### config.mk
export PLATFORM = sky130hd
export DESIGN_NAME = cmp_ctrl_regs
export DESIGN_NICKNAME = d
export VERILOG_FILES = /design/src/inc/cmp_pkg.sv /design/src/rtl/cmp_ctrl_regs.sv
export VERILOG_INCLUDE_DIRS = /design/src /design/src/inc
export SDC_FILE = /design/constraint.sdc
export NUM_CORES = 1
export LEC_CHECK = 0
export BUFFER_PORTS_ARGS = -buffer_cell sky130_fd_sc_hd__buf_4
export CORE_UTILIZATION = 55
export DETAILED_ROUTE_END_ITERATION = 7
export GPL_TIMING_DRIVEN = 0
export PLACE_DENSITY = 0.87
export SYNTH_ARGS = -nofsm -noshare
export SYNTH_HDL_FRONTEND = slang
export SYNTH_SLANG_ARGS = --single-unit
### constraint.sdc
create_clock -name clk_sys_in -period 1.66 [get_ports clk_sys_in]
set_input_delay 0.415 -clock clk_sys_in [delete_from_list [all_inputs] [get_ports clk_sys_in]]
set_output_delay 0.415 -clock clk_sys_in [all_outputs]
set_load 0.005 [all_outputs]
### src/inc/cmp_regs.svh
// Purpose: offsets, bit positions and values of the codec memory-write and PAD registers
// Assumes: 4-bit register index, 8-bit data
// Notes: indices are used as-is on the register port
`ifndef CMP_REGS_SVH
`define CMP_REGS_SVH

`define CMP_ADDR_W 4
`define CMP_OFF_CTRL0 4'h0
`define CMP_OFF_CTRL1 4'h1
`define CMP_OFF_MADDR_HI 4'h6
`define CMP_OFF_MADDR_LO 4'h7
`define CMP_OFF_MDATA_HI 4'h8
`define CMP_OFF_MDATA_LO 4'h9
`define CMP_OFF_PAD 4'hA
`define CMP_OFF_RDYFMT 4'hB
`define CMP_OFF_SPARE 4'hC

`define CMP_B_RST 7
`define CMP_B_WCMD 7
`define CMP_B_PADEN 2
`define CMP_B_READY 7
`define CMP_B_FMT 1
`define CMP_B_SYNC_PD 0

`define CMP_RST_VAL 8'h00
`define CMP_MODE_INIT 2'h0

`define CMP_CODE_18 2'h1
`define CMP_CODE_12 2'h0
`define CMP_CODE_6 2'h3
`define CMP_DB_18 6'h12
`define CMP_DB_12 6'h0C
`define CMP_DB_6 6'h06
`define CMP_DB_0 6'h00

`endif

### src/inc/cmp_pkg.sv
// Purpose: types shared by the codec memory-write and PAD control block
// Assumes: nothing beyond the register header
// Notes: dB fields are two's complement
package cmp_pkg;

  // decoded PAD levels in dB
  typedef struct packed {
    logic signed [5:0] acoustic_send_output_db;
    logic signed [5:0] acoustic_send_input_db;
    logic signed [5:0] line_send_output_db;
    logic signed [5:0] line_send_input_db;
  } cmp_pad_s;

  // one write into the default-value memory
  typedef struct packed {
    logic we;
    logic [15:0] addr;
    logic [15:0] data;
  } cmp_memwr_s;

endpackage : cmp_pkg

### src/rtl/cmp_ctrl_regs.sv
// Purpose: control registers for memory writes, PAD levels, write-ready and coding format
// Assumes: all inputs synchronous to clk_sys_in; read data one cycle after the strobe
// Notes: any reset source clears control registers and the ready flag, but read data, mulaw and PAD-on flags only on srst_in; the reset bit clears itself
`timescale 1ns/10ps
`include "cmp_regs.svh"

module cmp_ctrl_regs
  import cmp_pkg::*;
#(
  parameter int MEM_AW = 16
) (
  input wire logic clk_sys_in,
  input wire logic srst_in,
  input wire logic powerdown_reset_control_n_in,
  input wire logic pad_enable_pin_in,
  input wire logic coding_format_pin_in,
  input wire logic [`CMP_ADDR_W-1:0] reg_addr_in,
  input wire logic [7:0] reg_wdata_in,
  input wire logic reg_wr_in,
  input wire logic reg_rd_in,
  output logic [7:0] reg_rdata_out,
  output cmp_pad_s pad_out,
  output logic pad_on_out,
  output logic mulaw_sel_out,
  output logic write_ready_out,
  output logic sync_powerdown_out,
  output cmp_memwr_s mem_wr_out
);

  // decode one two-bit PAD code to its dB magnitude
  function automatic logic signed [5:0] pad_db(input logic [1:0] code);
    logic signed [5:0] db;
    db = `CMP_DB_0;
    unique case (code)
      `CMP_CODE_18: db = `CMP_DB_18;
      `CMP_CODE_12: db = `CMP_DB_12;
      `CMP_CODE_6: db = `CMP_DB_6;
      default: db = `CMP_DB_0;
    endcase
    return db;
  endfunction : pad_db

  logic rst_int;
  logic rst_bit_r;
  logic [1:0] mode_r;
  logic cmd_r;
  logic pad_en_bit_r;
  logic [7:0] addr_hi_r;
  logic [7:0] addr_lo_r;
  logic [7:0] data_hi_r;
  logic [7:0] data_lo_r;
  logic [7:0] pad_lvl_r;
  logic fmt_bit_r;
  logic sync_pd_r;
  logic [7:0] rdata_r;
  cmp_pad_s pad_r;
  logic pad_on_r;
  logic mulaw_r;
  logic ready_r;
  cmp_memwr_s mem_wr_r;
  logic init_mode;
  logic pad_en;
  logic cmd_set;
  logic [7:0] rd_mux;

  // write decodes
  function automatic logic wr_at(input logic [`CMP_ADDR_W-1:0] off);
    return reg_wr_in && (reg_addr_in == off);
  endfunction : wr_at

  assign rst_int = srst_in || !powerdown_reset_control_n_in || rst_bit_r;
  assign init_mode = (mode_r == `CMP_MODE_INIT);
  assign pad_en = pad_enable_pin_in || pad_en_bit_r;
  assign cmd_set = wr_at(`CMP_OFF_CTRL1) && reg_wdata_in[`CMP_B_WCMD];

  // control 0: reset bit pulses, mode bits steer the ready flag
  always_ff @(posedge clk_sys_in) begin
    if (rst_int) begin
      rst_bit_r <= 1'b0;
      mode_r <= `CMP_MODE_INIT;
    end else if (wr_at(`CMP_OFF_CTRL0)) begin
      rst_bit_r <= reg_wdata_in[`CMP_B_RST];
      mode_r <= reg_wdata_in[1:0];
    end
  end

  // control 1: PAD enable bit
  always_ff @(posedge clk_sys_in) begin
    if (rst_int) begin
      pad_en_bit_r <= 1'b0;
    end else if (wr_at(`CMP_OFF_CTRL1)) begin
      pad_en_bit_r <= reg_wdata_in[`CMP_B_PADEN];
    end
  end

  // command self-clears, a new set wins
  always_ff @(posedge clk_sys_in) begin
    if (rst_int) begin
      cmd_r <= 1'b0;
    end else if (cmd_set) begin
      cmd_r <= 1'b1;
    end else if (cmd_r) begin
      cmd_r <= 1'b0;
    end
  end

  always_ff @(posedge clk_sys_in) begin
    if (rst_int) begin
      addr_hi_r <= `CMP_RST_VAL;
      addr_lo_r <= `CMP_RST_VAL;
    end else begin
      if (wr_at(`CMP_OFF_MADDR_HI)) begin
        addr_hi_r <= reg_wdata_in;
      end
      if (wr_at(`CMP_OFF_MADDR_LO)) begin
        addr_lo_r <= reg_wdata_in;
      end
    end
  end

  always_ff @(posedge clk_sys_in) begin
    if (rst_int) begin
      data_hi_r <= `CMP_RST_VAL;
      data_lo_r <= `CMP_RST_VAL;
    end else begin
      if (wr_at(`CMP_OFF_MDATA_HI)) begin
        data_hi_r <= reg_wdata_in;
      end
      if (wr_at(`CMP_OFF_MDATA_LO)) begin
        data_lo_r <= reg_wdata_in;
      end
    end
  end

  always_ff @(posedge clk_sys_in) begin
    if (rst_int) begin
      pad_lvl_r <= `CMP_RST_VAL;
    end else if (wr_at(`CMP_OFF_PAD)) begin
      pad_lvl_r <= reg_wdata_in;
    end
  end

  // format and sync power-down bits, reserved bits dropped
  always_ff @(posedge clk_sys_in) begin
    if (rst_int) begin
      fmt_bit_r <= 1'b0;
      sync_pd_r <= 1'b0;
    end else if (wr_at(`CMP_OFF_RDYFMT)) begin
      fmt_bit_r <= reg_wdata_in[`CMP_B_FMT];
      sync_pd_r <= reg_wdata_in[`CMP_B_SYNC_PD];
    end
  end

  // read multiplexer; spare and unmapped read zero
  always_comb begin
    rd_mux = `CMP_RST_VAL;
    unique case (reg_addr_in)
      `CMP_OFF_CTRL0: rd_mux = {rst_bit_r, 5'h00, mode_r};
      `CMP_OFF_CTRL1: rd_mux = {cmd_r, 4'h0, pad_en_bit_r, 2'h0};
      `CMP_OFF_MADDR_HI: rd_mux = addr_hi_r;
      `CMP_OFF_MADDR_LO: rd_mux = addr_lo_r;
      `CMP_OFF_MDATA_HI: rd_mux = data_hi_r;
      `CMP_OFF_MDATA_LO: rd_mux = data_lo_r;
      `CMP_OFF_PAD: rd_mux = pad_lvl_r;
      `CMP_OFF_RDYFMT: rd_mux = {init_mode, 5'h00, fmt_bit_r, sync_pd_r};
      default: rd_mux = `CMP_RST_VAL;
    endcase
  end

  // read data stands one cycle after the strobe
  always_ff @(posedge clk_sys_in) begin
    if (srst_in) begin
      rdata_r <= `CMP_RST_VAL;
    end else if (reg_rd_in) begin
      rdata_r <= rd_mux;
    end else begin
      rdata_r <= `CMP_RST_VAL;
    end
  end

  always_ff @(posedge clk_sys_in) begin
    if (rst_int || !pad_en) begin
      pad_r <= '0;
    end else begin
      pad_r.acoustic_send_output_db <= pad_db(pad_lvl_r[7:6]);
      pad_r.acoustic_send_input_db <= -pad_db(pad_lvl_r[5:4]);
      pad_r.line_send_output_db <= pad_db(pad_lvl_r[3:2]);
      pad_r.line_send_input_db <= -pad_db(pad_lvl_r[1:0]);
    end
  end

  always_ff @(posedge clk_sys_in) begin
    if (srst_in) begin
      mulaw_r <= 1'b0;
      pad_on_r <= 1'b0;
      ready_r <= 1'b0;
    end else begin
      mulaw_r <= fmt_bit_r || coding_format_pin_in;
      pad_on_r <= pad_en;
      ready_r <= init_mode && !rst_int;
    end
  end

  // issue the memory write, refused outside initial mode
  always_ff @(posedge clk_sys_in) begin
    if (rst_int) begin
      mem_wr_r <= '0;
    end else begin
      mem_wr_r.we <= cmd_r && init_mode;
      if (cmd_r) begin
        mem_wr_r.addr <= {addr_hi_r, addr_lo_r};
        mem_wr_r.data <= {data_hi_r, data_lo_r};
      end
    end
  end

  assign reg_rdata_out = rdata_r;
  assign pad_out = pad_r;
  assign pad_on_out = pad_on_r;
  assign mulaw_sel_out = mulaw_r;
  assign write_ready_out = ready_r;
  assign sync_powerdown_out = sync_pd_r;
  assign mem_wr_out = mem_wr_r;
endmodule : cmp_ctrl_regs

# After elaboration in Yosys (flattened, before gate mapping)
# Index checks and enable logic that the tools add are counted.
[word_totals] out_inout_bits=69 in_bits=19 wordCells=74 regBits=115
[classes] bitwise_logic=1 reduce_logical=26 n_mux=8 addsub=2 eq_ne=15
[ops] cell="$pmux 8 s8" count=1
[ops] cell="$pmux 5 s3" count=4
[ops] cell="$eq 4x4->1 const B" count=4
[ops] cell="$mux 6" count=2
[ops] cell="$neg 6->6" count=2
[ops] cell="$logic_and 1x1->1" count=11
[ops] cell="$logic_not 2->1" count=5
[ops] cell="$eq 2x1->1 const B" count=4
[ops] cell="$eq 2x2->1 const B" count=4
[ops] cell="$eq 4x3->1 const B" count=2
[ops] cell="$logic_or 1x1->1" count=5
[ops] cell="$eq 4x1->1 const B" count=1
[ops] cell="$logic_not 4->1" count=1
[ops] cell="$logic_not 1->1" count=3
[ops] cell="$reduce_or 2->1" count=1
[ops] cell="$mux 1" count=1
[ops] cell="$not 1->1" count=1

# Longest topological paths before layout
# Gate-level depths: netlist (run 1).
[depth] ltp_word=6 ltp_mapped=6

# Worst setup path after synthesis (run 1)
# OpenSTA, ideal clock, no wires.
[synth_timing] kind="input to register" startpoint="in reg_addr_in[0]" endpoint="reg rdata_r[0], in the netlist reg_rdata_out[0]" arrival_ns=1.389 path_slack_ns=0.180 cell_stages=4 required_ns=1.569 path_buffers=1 path_cell_list="buf_6 -> or4b_1 -> a21o_1 -> a311oi_1"
[synth_via] elab_chain_len=2 elab_cells_between_ends=9 cone_classes="eq/ne (7); mux (1); reduce/logical (1)"
[synth_lines] item="start: declaration" line_no="cmp_ctrl_regs.sv:17" rtl="input wire logic [`CMP_ADDR_W-1:0] reg_addr_in,"
[synth_lines] item="$eq 4x4->1, or another cell as far along" line_no="cmp_ctrl_regs.sv:157" rtl="unique case (reg_addr_in)"
[synth_lines] item="$pmux 8 s8 *" line_no="cmp_ctrl_regs.sv:157"
[synth_lines] item="end signal: assignment" line_no="cmp_ctrl_regs.sv:173" rtl="rdata_r <= `CMP_RST_VAL;"
[synth_lines] item="end signal: assignment" line_no="cmp_ctrl_regs.sv:175" rtl="rdata_r <= rd_mux;"
[synth_lines] item="end signal: assignment" line_no="cmp_ctrl_regs.sv:177" rtl="rdata_r <= `CMP_RST_VAL;"
[synth_lines] item="end: declaration" line_no="cmp_ctrl_regs.sv:55" rtl="logic [7:0] rdata_r;"
# Every way passes the cells marked *; elsewhere a longest branch is shown, timed or not.
# A chain may end at the register's enable or synchronous reset.

# Worst setup path in the final report (run 1)
[layout_timing] startpoint="reg data_hi_r[3]" endpoint="reg rdata_r[3], in the netlist reg_rdata_out[3]"
[layout_via] elab_chain_len=1
[layout_lines] item="start: declaration" line_no="cmp_ctrl_regs.sv:50" rtl="logic [7:0] data_hi_r;"
[layout_lines] item="start signal: assignment" line_no="cmp_ctrl_regs.sv:123" rtl="data_hi_r <= `CMP_RST_VAL;"
[layout_lines] item="start signal: assignment" line_no="cmp_ctrl_regs.sv:127" rtl="data_hi_r <= reg_wdata_in;"
[layout_lines] item="$pmux 8 s8" line_no="cmp_ctrl_regs.sv:157"
# Every way passes these cells.

==> results by group, run 1 <==
STA
  – Transition time at the pin with the least slew margin: 801 ps
  – Fin crit share: 0.972
  – Achievable Freq: 0.620 GHz
  – Setup-failing EPs final: 0
  – Final Hold Vio Count: 0
  – Final critical-path required period: 1610 ps
  – Minimum setup slack in the final design: 46.7 ps
  – Final Max Slew Viols: 0
  – Unrepaired setup endpoints after global routing: no
  – Worst slew margin relative to its limit: 0.464
  – Worst clock skew: 13.3 ps
  – Fin Hold WS: 240 ps

Global routing
  – Largest net degree at the start of global routing: 17
  – Number of global-route vias before repair: 3955
  – Overall track demand over capacity in global routing: 0.318
  – First-pass GRT wire length: 21000 um
  – Overflow after GRT: 0
  – Initial antenna violation count: 0

CTS
  – Total number of H-tree levels: 3
  – Clock-pin slew on the worst setup and hold paths: 100 ps
  – Clock latency reported for the late side of the worst-skew pair: 370 ps
  – CTS Root Buffer Type: clkbuf_8
  – Number of buffers on the longest clock path: 2
  – CTS tree: done
  – Clock buffers created by TritonCTS: 9
  – # hold bufs at CTS: 0
  – Count of clock tree sinks: 109

Min path
  – Worst hold start: srst_in
  – Hold Path End: pad_on_out
  – Hold Crit Class: primary input to flop
  – Number of cells on the worst hold path: 2

Logic synthesis
  – Async S/R FF share, synth: 0
  – Per-instance average area after synthesis: 9.23 um^2
  – Flip-flop and latch count after synthesis: 109
  – Post-synth top cells: 109 x dfxtp_1, 53 x nor2_1, 49 x o21ai_0
  – Cell with the most instances after synthesis: dfxtp_1
  – Cell accounting for the most synthesized area: dfxtp_1
  – Number of cells produced by synthesis: 510
  – Total number of yosys warnings: 0
  – Most area-consuming cells after synthesis: dfxtp_1 46%, mux2i_1 6.8%, o21ai_0 5.2%
  – Distinct cells, synth: 43
  – Synthesized area: 4710 um^2
  – Number of enable-type register cells in the synthesized netlist: 0
  – Fraction of post-synthesis cell area in the top cell type by area: 0.464
  – Most instantiated flip-flop cell in the synthesis netlist: dfxtp_1
  – Proportion of synthesized chip area in sequential cells: 0.464

Placement
  – Port Buffers: 80
  – HPWL Detailed: 10000 um
  – Weighted congestion reported at the end of routability-driven placement: 0.945
  – Pre-CTS setup slack: -258 ps

Power and ir drop
  – Power per cell area: 806 nW/um^2
  – Worst vdd ir: 0.502 mV
  – Static leakage power: 2.12 nW
  – Total power of the final layout: 4.55 mW

Worst setup path
  – Delay-heaviest family, CP: compound AO/OA/AOI/OAI gates
  – Crit path arrival time: 1850 ps
  – Crit path buf inv count: 0
  – WP data required: 1900 ps
  – Ordered list of cells on the worst path: or4bb_1 > a21o_1 > a311oi_1
  – R2r startpoint: data_hi_r[3]
  – Critical register-to-register path endpoint: reg_rdata_out[3]
  – Critical path launch point type: flop
  – Worst reg-to-reg setup slack: 50 ps
  – Worst Setup Path Type: flop to flop
  – Largest stage delay on the critical path: 530 ps
  – Crit-path slowest cell: or4bb_1
  – Critical Path End Type: flop
  – Length in cells of the worst reg-to-reg path: 3
  – CP max FO: 3

Run status
  – Outcome: completed

Die
  – Starting density of the core: 0.570
  – DIE AREA: 8930 um^2
  – Placeable Area: 8260 um^2
  – Die outline height: 94.5 um
  – Overall die width: 94.5 um
  – Boundary Pins: 88
  – Number of placement rows: 33

Route
  – Total via count in the routed design: 4217
  – Violation count after the first detailed-route iteration: 257
  – Routed wire length: 13500 um
  – Post-DR vias/cell: 5.91
  – First-pass iteration count of the detailed router: 7
  – DRC violation count after routing: 0
  – Antenna violation net count after detailed routing: 0
  – WL/cell: 18.8 um

Cells and area
  – Layout-stage area growth over the synthesis result: 19.9%
  – Total inserted antenna cells: 0
  – Final net count: 643
  – Fraction of layout instances using a drive strength above 1: 0.215

Job
  – Maximum Capacitance Violations: 0
==> worst max path at each step <==
stage | start | cells after the start | end
finish | data_hi_r[3] | 3 | reg_rdata_out[3]
global route | cmd_r | 4 | mem_wr_out[19]
floorplan | reg_addr_in[0] | 4 | reg_rdata_out[0]
detailed placement | srst_in | 6 | mem_wr_out[28]
CTS | data_hi_r[3] | 3 | reg_rdata_out[3]
global placement | reg_addr_in[2] | 5 | reg_rdata_out[6]
==> sequential cells by signal, indices dropped and copies added (netlist names), 2 cells and up <==
signal	cells
addr_lo_r	8
mode_r	2
data_lo_r	8
reg_rdata_out	8
data_hi_r	8
mem_wr_out	33
addr_hi_r	8
pad_out	18
pad_lvl_r	8
==> cell families after synthesis <==
group | count (synthesis) | synth area share
AND/OR/NAND/NOR | 168 | 0.200
AO/OA/AOI/OAI | 115 | 0.136
flip-flops | 109 | 0.464
buffers and inverters | 55 | 0.0577
multiplexers | 39 | 0.0848
adder cells (fa/ha/maj) | 18 | 0.0479
XOR/XNOR | 5 | 0.00931
other | 1 | 0.000797
==> repair_timing <==
item                                    in CTS  in global routing
setup buffers                                0                  0
endpoints found under the setup margin      10                 15
gates resized for setup                      1                  2
hold endpoints to repair                     0                  0
==> layout make-up <==
type | instances | area (um^2)
timing repair buffer | 80 | 601
multi-input combinational | 351 | 2270
inverter | 8 | 30.0
fill | 713 | 2620
buffer | 47 | 243
clock inverter | 4 | 51.3
sequential | 109 | 2180
clock buffer | 10 | 128
tap | 105 | 131
==> worst reg2reg max path, delay by kind of cell, from the launching register on <==
kind	cells	cell delay, ps
DFF	1	390
and+or+nand+nor	1	530
AOI/OAI and AO/OA	2	570
==> metrics by stage <==
stage | TNS [ps] | area (um^2) | std cells | util
2_1_floorplan | 0 | 4720 | 515 | -
3_3_place_gp | -5760 | 5460 | 700 | 0.661
3_5_place_dp | -6980 | 5460 | 700 | 0.661
4_1_cts | 0 | 5640 | 714 | 0.683
5_1_grt | 0 | 5640 | 714 | 0.683
6_report | 0 | 5640 | 714 | 0.683
==> report_power, final <==
group / total (mW) / switching, mW / internal, mW
clock network: 1.54 / 0.859 / 0.683
registers: 2.64 / 0.00932 / 2.63
logic: 0.364 / 0.240 / 0.124
==> metal layers <==
layer  vias to the layer above  track usage  wire length, um
met1                      2013        0.430             5800
met4                         0        0.126              379
met2                       199        0.504             6240
met5                         -            0                0
li1                       1976            -                -
met3                        29       0.0539             1020
==> layout by cell type (no fill, tap or decap), types with 2 or more instances in the layout <==
cell	Yosys	final
o21ai_0	49	49
nor3_1	8	8
conb_1	1	6
buf_6	2	2
mux2i_1	32	32
buf_2	15	16
nand4_1	2	2
inv_1	8	8
and4b_1	2	2
nand3b_1	2	2
clkbuf_1	20	20
nor4bb_1	2	2
clkbuf_8	0	9
nor2b_1	3	3
mux2_2	7	7
or4b_1	2	2
nor3b_1	7	7
dfxtp_1	109	109
nand2b_1	4	4
and3b_1	13	13
or4bb_1	4	4
nand3_1	46	46
nand2_1	9	9
a22oi_1	2	2
a21oi_1	45	45
a311oi_1	7	7
xor2_1	2	2
a21o_1	7	7
nor2_1	53	53
ha_1	18	18
nand4b_1	6	6
xnor2_1	3	3
buf_4	8	88
No activity file was read; power rests on OpenSTA's default activity.
==> run 2, diff against run 1 <==
--- a/config.mk
+++ b/config.mk
@@ -11,6 +11,7 @@
 export DETAILED_ROUTE_END_ITERATION = 7
 export GPL_TIMING_DRIVEN = 0
 export PLACE_DENSITY = 0.87
+export RECOVER_POWER = 50
 export SYNTH_ARGS = -nofsm -noshare
 export SYNTH_HDL_FRONTEND = slang
 export SYNTH_SLANG_ARGS = --single-unit
==> constraint.sdc (replaced) <==
create_clock -name clk_sys_in -period 1.66 [get_ports clk_sys_in]
set_input_delay 0.332 -clock clk_sys_in [delete_from_list [all_inputs] [get_ports clk_sys_in]]
set_output_delay 0.332 -clock clk_sys_in [all_outputs]
set_load 0.005 [all_outputs]
==> results by group, run 2 (synthesis gave the netlist of run 1 again) <==
Placement
  – Weighted congestion reported at the end of routability-driven placement: 0.945 (unchanged)
  – Port Buffers: 80 (unchanged)
  – Instance area at placement: 5460 um^2 (unchanged)
  – HPWL Detailed: 10000 um (unchanged)
  – Number of instances in the placed design: 700 (unchanged)

Power and ir drop
  – Worst vdd ir: 0.505 mV (+0.73%)
  – Fraction of power consumed by sequential logic: 0.580 (about the same)
  – Combinational power share: 0.079 (about the same)
  – Total power of the final layout: 4.55 mW (+0.13%)
  – Static leakage power: 2.07 nW (-2.6%)
  – Switching fraction of total power: 0.246 (+0.00176)
  – Switching power total: 1.12 mW (+0.85%)
  – Share of total power in the clock network: 0.341 (+0.002)
  – Power per cell area: 811 nW/um^2 (+0.58%)
  – Cell-internal power: 3.44 mW (-0.10%)

STA
  – Final Hold Vio Count: 0 (unchanged)
  – Transition time at the pin with the least slew margin: 740 ps (-61.5 ps)
  – Final critical-path required period: 1630 ps (+11.7 ps)
  – Setup-failing EPs final: 0 (unchanged)
  – Worst slew margin relative to its limit: 0.505 (+0.0412)
  – Achievable Freq: 0.615 GHz (-0.72%)
  – Final Max Slew Viols: 0 (unchanged)
  – Fin crit share: 0.979 (+0.00704)
  – Worst clock skew: 12.8 ps (-0.477 ps)
  – Unrepaired setup endpoints after global routing: no

Die
  – Overall die width: 94.5 um (unchanged)
  – Die outline height: 94.5 um (unchanged)
  – DIE AREA: 8930 um^2 (unchanged)
  – Boundary Pins: 88 (unchanged)
  – Starting density of the core: 0.570 (unchanged)
  – Placeable Area: 8260 um^2 (unchanged)
  – Number of placement rows: 33 (unchanged)

Cells and area
  – Non-filler cells in the finished layout: 714 (unchanged)
  – Multi-input gate area in the final layout: 2270 um^2 (unchanged)
  – Final net count: 643 (unchanged)
  – Fraction of layout instances using a drive strength above 1: 0.207 (-0.00821)
  – Total inserted antenna cells: 0 (unchanged)
  – FF+latch area: 2180 um^2 (unchanged)
  – Commonest non-fill, non-tap cell in the layout: dfxtp_1
  – Number of filler cells placed in the layout: 725 (+1.7%)
  – Total non-filler cell area in the finished layout: 5620 um^2 (-0.44%)
  – Number of flip-flops in the largest register: 33 (unchanged)
  – Most frequent cells in the layout: 109 x dfxtp_1, 58 x clkbuf_4, 53 x nor2_1
  – Core occupancy in the finished layout: 0.680 (-0.00303)
  – Layout-stage area growth over the synthesis result: 19.3%

Route
  – WL/cell: 18.7 um (-0.62%)
  – DRC violation count after routing: 0 (unchanged)
  – Total via count in the routed design: 4156 (-1.4%)
  – First-pass iteration count of the detailed router: 6 (-1)
  – Antenna violation net count after detailed routing: 0 (unchanged)
  – Violation count after the first detailed-route iteration: 234 (-8.9%)
  – Post-DR vias/cell: 5.82 (-1.4%)
  – Routed wire length: 13400 um (-0.62%)

CTS
  – Clock buffers created by TritonCTS: 9 (unchanged)
  – Count of clock tree sinks: 109 (unchanged)
  – CTS tree: done
  – Buffers inserted during post-CTS setup optimization: 0 (unchanged)
  – # hold bufs at CTS: 0 (unchanged)
  – Number of buffers on the longest clock path: 2 (unchanged)
  – Clock-pin slew on the worst setup and hold paths: 100 ps (about the same)
  – Clock latency reported for the late side of the worst-skew pair: 370 ps (about the same)
  – Total number of H-tree levels: 3 (unchanged)
  – CTS Root Buffer Type: clkbuf_8

Global routing
  – First-pass GRT wire length: 21000 um (unchanged)
  – Largest net degree at the start of global routing: 17 (unchanged)
  – Met2 track utilization from global routing: 0.504 (unchanged)
  – Overall track demand over capacity in global routing: 0.318 (unchanged)
  – M1 GR Usage: 0.430 (unchanged)
  – Number of global-route vias before repair: 3955 (unchanged)
  – Busiest metal layer after global routing: met2
  – Routing usage on met3: 0.0539 (unchanged)
  – Initial antenna violation count: 0 (unchanged)
  – Overflow after GRT: 0 (unchanged)

Job
  – Maximum Capacitance Violations: 0 (unchanged)

Worst setup path
  – Worst Setup Path Type: flop to flop
  – Crit path arrival time: 1860 ps (about the same)
  – WP data required: 1900 ps (about the same)
  – CP max FO: 3 (unchanged)
  – Critical path launch point type: flop
  – Critical Path End Type: flop

Run status
  – Outcome: completed

Min path
  – Hold Crit Class: primary input to flop
==> run 2: changes by cell type in the layout (fill, tap and decap cells not counted) <==
cell / change
clkbuf_4: +58
buf_4: -63
buf_6: -1
clkbuf_1: +5
clkbuf_2: +1
==> run 2: through the flow <==
stage | TNS (ps) | setup slack [ps] | hold slack [ps]
CTS | 0 | 75.5 | 150
global route | 0 | 11.4 | 162
detailed placement | -3710 | -175 | 485
finish | 0 | 35.0 | 154
global placement | -2930 | -174 | 476
floorplan | 0 | 263 | 404
==> run 2: final timing paths <==
kind / startpoint / cells after the start / slack (ps) / endpoint
max: data_hi_r[3] / 3 / 30 / reg_rdata_out[3]
min: srst_in / 2 / 150 / pad_on_out
max reg2reg: data_hi_r[3] / 3 / 30 / reg_rdata_out[3]
min reg2reg: addr_lo_r[1] / 2 / 500 / addr_lo_r[1]
==> run 2: repair_timing <==
item                                    CTS  global route
endpoints found under the setup margin   10            15
cloned                                    0             0
gates resized for setup                   1             2
==> run 2: cell type report <==
| cell class | count | area share |
|---|---|---|
| Buffer | 47 | 0.0421 |
| Clock inverter | 4 | 0.00914 |
| Timing Repair Buffer | 80 | 0.104 |
| Sequential cell | 109 | 0.389 |
| Tap cell | 105 | 0.0234 |
| Clock buffer | 10 | 0.0227 |
| Multi-Input combinational cell | 351 | 0.405 |
| Inverter | 8 | 0.00535 |
==> run 2: power groups by stage <==
stage	Clock, mW	Combinational [mW]	Sequential (mW)
finish	1.55	0.360	2.64
global route	1.66	0.388	2.64
CTS	1.55	0.351	2.64
detailed placement	0	0.350	2.70
global placement	0	0.347	2.70
floorplan	0	0.191	2.70
==> run 2: per-layer routing <==
metal / vias up / wire length, um
li1: 1973 / -
met1: 1968 / 5820
met2: 185 / 6170
met3: 30 / 971
met4: 0 / 398
met5: - / 0
==> run 2: worst max-delay path, stage by stage, from the launching register on <==
cell      delay [ps]
dfxtp_1          390
or4bb_1          530
a21o_1           210
a311oi_1         370
==> run 3, diff against run 2 <==
--- a/config.mk
+++ b/config.mk
@@ -8,10 +8,12 @@
 export LEC_CHECK = 0
 export BUFFER_PORTS_ARGS = -buffer_cell sky130_fd_sc_hd__buf_4
 export CORE_UTILIZATION = 55
+export CTS_CLUSTER_SIZE = 40
 export DETAILED_ROUTE_END_ITERATION = 7
 export GPL_TIMING_DRIVEN = 0
-export PLACE_DENSITY = 0.87
+export PLACE_DENSITY = 0.79
 export RECOVER_POWER = 50
+export SLEW_MARGIN = 20
 export SYNTH_ARGS = -nofsm -noshare
 export SYNTH_HDL_FRONTEND = slang
 export SYNTH_SLANG_ARGS = --single-unit
==> results by group, run 3 (synthesis gave the netlist of run 1 again) <==
STA
  – Final Max Slew Viols: 0 (unchanged)
  – Transition time at the pin with the least slew margin: 735 ps (-4.45 ps)
  – Fin Hold WS: 139 ps (-15.6 ps)
  – Worst clock skew: 12.2 ps (-0.650 ps)
  – Worst slew margin relative to its limit: 0.508 (+0.00298)
  – Final critical-path required period: 1570 ps (-55.3 ps)
  – Minimum setup slack in the final design: 90.3 ps (+55.3 ps)
  – Fin crit share: 0.946 (-0.0333)
  – Post-route setup TNS: 0 ps (unchanged)
  – Unrepaired setup endpoints after global routing: no
  – Final Hold Vio Count: 0 (unchanged)
  – Setup-failing EPs final: 0 (unchanged)
  – Achievable Freq: 0.637 GHz (+3.5%)

Route
  – DRC violation count after routing: 0 (unchanged)
  – Top Metal Used: met4
  – Total via count in the routed design: 4193 (+0.89%)
  – WL/cell: 18.7 um (-0.17%)
  – Post-DR vias/cell: 5.86 (+0.75%)
  – Met3 WL post-DR: 1080 um (+11%)
  – Violation count after the first detailed-route iteration: 289 (+24%)
  – Met1 Routed Length: 5820 um (-0.14%)
  – First-pass iteration count of the detailed router: 5 (-1)
  – Routed wire length: 13400 um (about the same)
  – DR WL met2: 6190 um (+0.31%)
  – Antenna violation net count after detailed routing: 0 (unchanged)

Job
  – Maximum Capacitance Violations: 0 (unchanged)

CTS
  – Number of buffers on the longest clock path: 2 (unchanged)
  – CTS Root Buffer Type: clkbuf_8
  – Clock buffers created by TritonCTS: 9 (unchanged)
  – Clock-pin slew on the worst setup and hold paths: 110 ps (about the same)
  – Total number of H-tree levels: 3 (unchanged)
  – Buffers inserted during post-CTS setup optimization: 0 (unchanged)
  – Count of clock tree sinks: 109 (unchanged)
  – Clock latency reported for the late side of the worst-skew pair: 380 ps (about the same)
  – CTS tree: done

Cells and area
  – Multi-input gate area in the final layout: 2270 um^2 (-0.16%)
  – Final net count: 642 (-0.16%)
  – Commonest non-fill, non-tap cell in the layout: dfxtp_1
  – FF+latch area: 2180 um^2 (unchanged)
  – Fraction of layout instances using a drive strength above 1: 0.211 (+0.00458)
  – Total non-filler cell area in the finished layout: 5620 um^2 (about the same)
  – Layout-stage area growth over the synthesis result: 19.4% (about the same)
  – Non-filler cells in the finished layout: 715 (+0.14%)
  – Number of flip-flops in the largest register: 33 (unchanged)
  – Number of filler cells placed in the layout: 671 (-7.4%)
  – Total inserted antenna cells: 0 (unchanged)
  – Most frequent cells in the layout: 109 x dfxtp_1, 59 x clkbuf_4, 53 x nor2_1

Power and ir drop
  – Cell-internal power: 3.32 mW (-3.4%)
  – Combinational power share: 0.080 (about the same)
  – Share of total power in the clock network: 0.332 (-0.009)
  – Switching fraction of total power: 0.261 (+0.0151)
  – Fraction of power consumed by sequential logic: 0.589 (+0.009)
  – Static leakage power: 2.08 nW (+0.57%)
  – Switching power total: 1.17 mW (+4.7%)
  – Worst vdd ir: 0.541 mV (+7.0%)
  – Power per cell area: 799 nW/um^2 (-1.4%)

Worst setup path
  – Critical path launch point type: flop
  – CP max FO: 3 (unchanged)
  – WP data required: 1920 ps (+20 ps)
  – Crit path arrival time: 1830 ps (-30 ps)
  – Critical Path End Type: flop
  – Worst Setup Path Type: flop to flop

Die
  – DIE AREA: 8930 um^2 (unchanged)
  – Number of placement rows: 33 (unchanged)
  – Die outline height: 94.5 um (unchanged)
  – Boundary Pins: 88 (unchanged)
  – Overall die width: 94.5 um (unchanged)
  – Placeable Area: 8260 um^2 (unchanged)
  – Starting density of the core: 0.570 (unchanged)

Min path
  – Hold Crit Class: primary input to flop

Global routing
  – Overflow after GRT: 0 (unchanged)
  – Largest net degree at the start of global routing: 20 (+3)
  – First-pass GRT wire length: 20500 um (-2.4%)
  – Number of global-route vias before repair: 3666 (-7.3%)
  – Overall track demand over capacity in global routing: 0.312 (-0.00652)
  – Initial antenna violation count: 0 (unchanged)

Placement
  – Pre-CTS setup slack: -200 ps (-24.4 ps)
  – Port Buffers: 80 (unchanged)
  – Weighted congestion reported at the end of routability-driven placement: 0.950 (+0.51%)
  – HPWL Detailed: 10000 um (about the same)
  – Number of instances in the placed design: 700 (unchanged)
  – Instance area at placement: 5460 um^2 (unchanged)

Run status
  – Outcome: completed
-- run 3: what timing repair did --
action | 4_1_cts | 5_1_grt
hold buffers | 0 | 0
cloned | 0 | 0
gates resized for setup | 1 | 0
setup endpoints to repair | 10 | 3
-- run 3: cell type report --
class,instances,area share
Timing Repair Buffer,80,0.104
Multi-Input combinational cell,351,0.404
Tap cell,105,0.0234
Inverter,8,0.00535
Clock buffer,9,0.0221
Buffer,46,0.0425
Sequential cell,109,0.389
Clock inverter,7,0.0100
-- run 3: power by group through the flow --
stage	registers (mW)	logic (mW)	clock network, mW
6_report	2.64	0.359	1.49
5_1_grt	2.65	0.384	1.62
4_1_cts	2.64	0.353	1.52
3_5_place_dp	2.70	0.351	0
3_3_place_gp	2.70	0.348	0
2_1_floorplan	2.70	0.191	0
-- run 3: path summary, 6_finish.rpt --
| kind | depth (start not counted) | slack [ps] | end | start |
|---|---|---|---|---|
| worst max-delay path | 3 | 90 | reg_rdata_out[3] | data_hi_r[3] |
| worst min-delay path | 2 | 140 | pad_on_out | srst_in |
| worst max register to register | 3 | 90 | reg_rdata_out[3] | data_hi_r[3] |
| worst min register to register | 2 | 500 | mem_wr_out[24] | mem_wr_out[24] |
-- run 3: layer usage --
layer	vias to the layer above	track usage
met4	0	0.0972
met1	1943	0.428
li1	1988	-
met2	238	0.505
met3	24	0.0451
met5	-	0
-- run 3: critical path, stage by stage (launching register included) --
cell and delay (ps):
dfxtp_1 410, or4bb_1 520, a21o_1 190, a311oi_1 320
-- run 3: stage by stage --
| stage | util | total power, mW |
|---|---|---|
| 6_report | 0.680 | 4.49 |
| 5_1_grt | 0.680 | 4.65 |
| 4_1_cts | 0.683 | 4.52 |
| 3_5_place_dp | 0.661 | 3.05 |
| 3_3_place_gp | 0.661 | 3.05 |
| 2_1_floorplan | - | 2.89 |
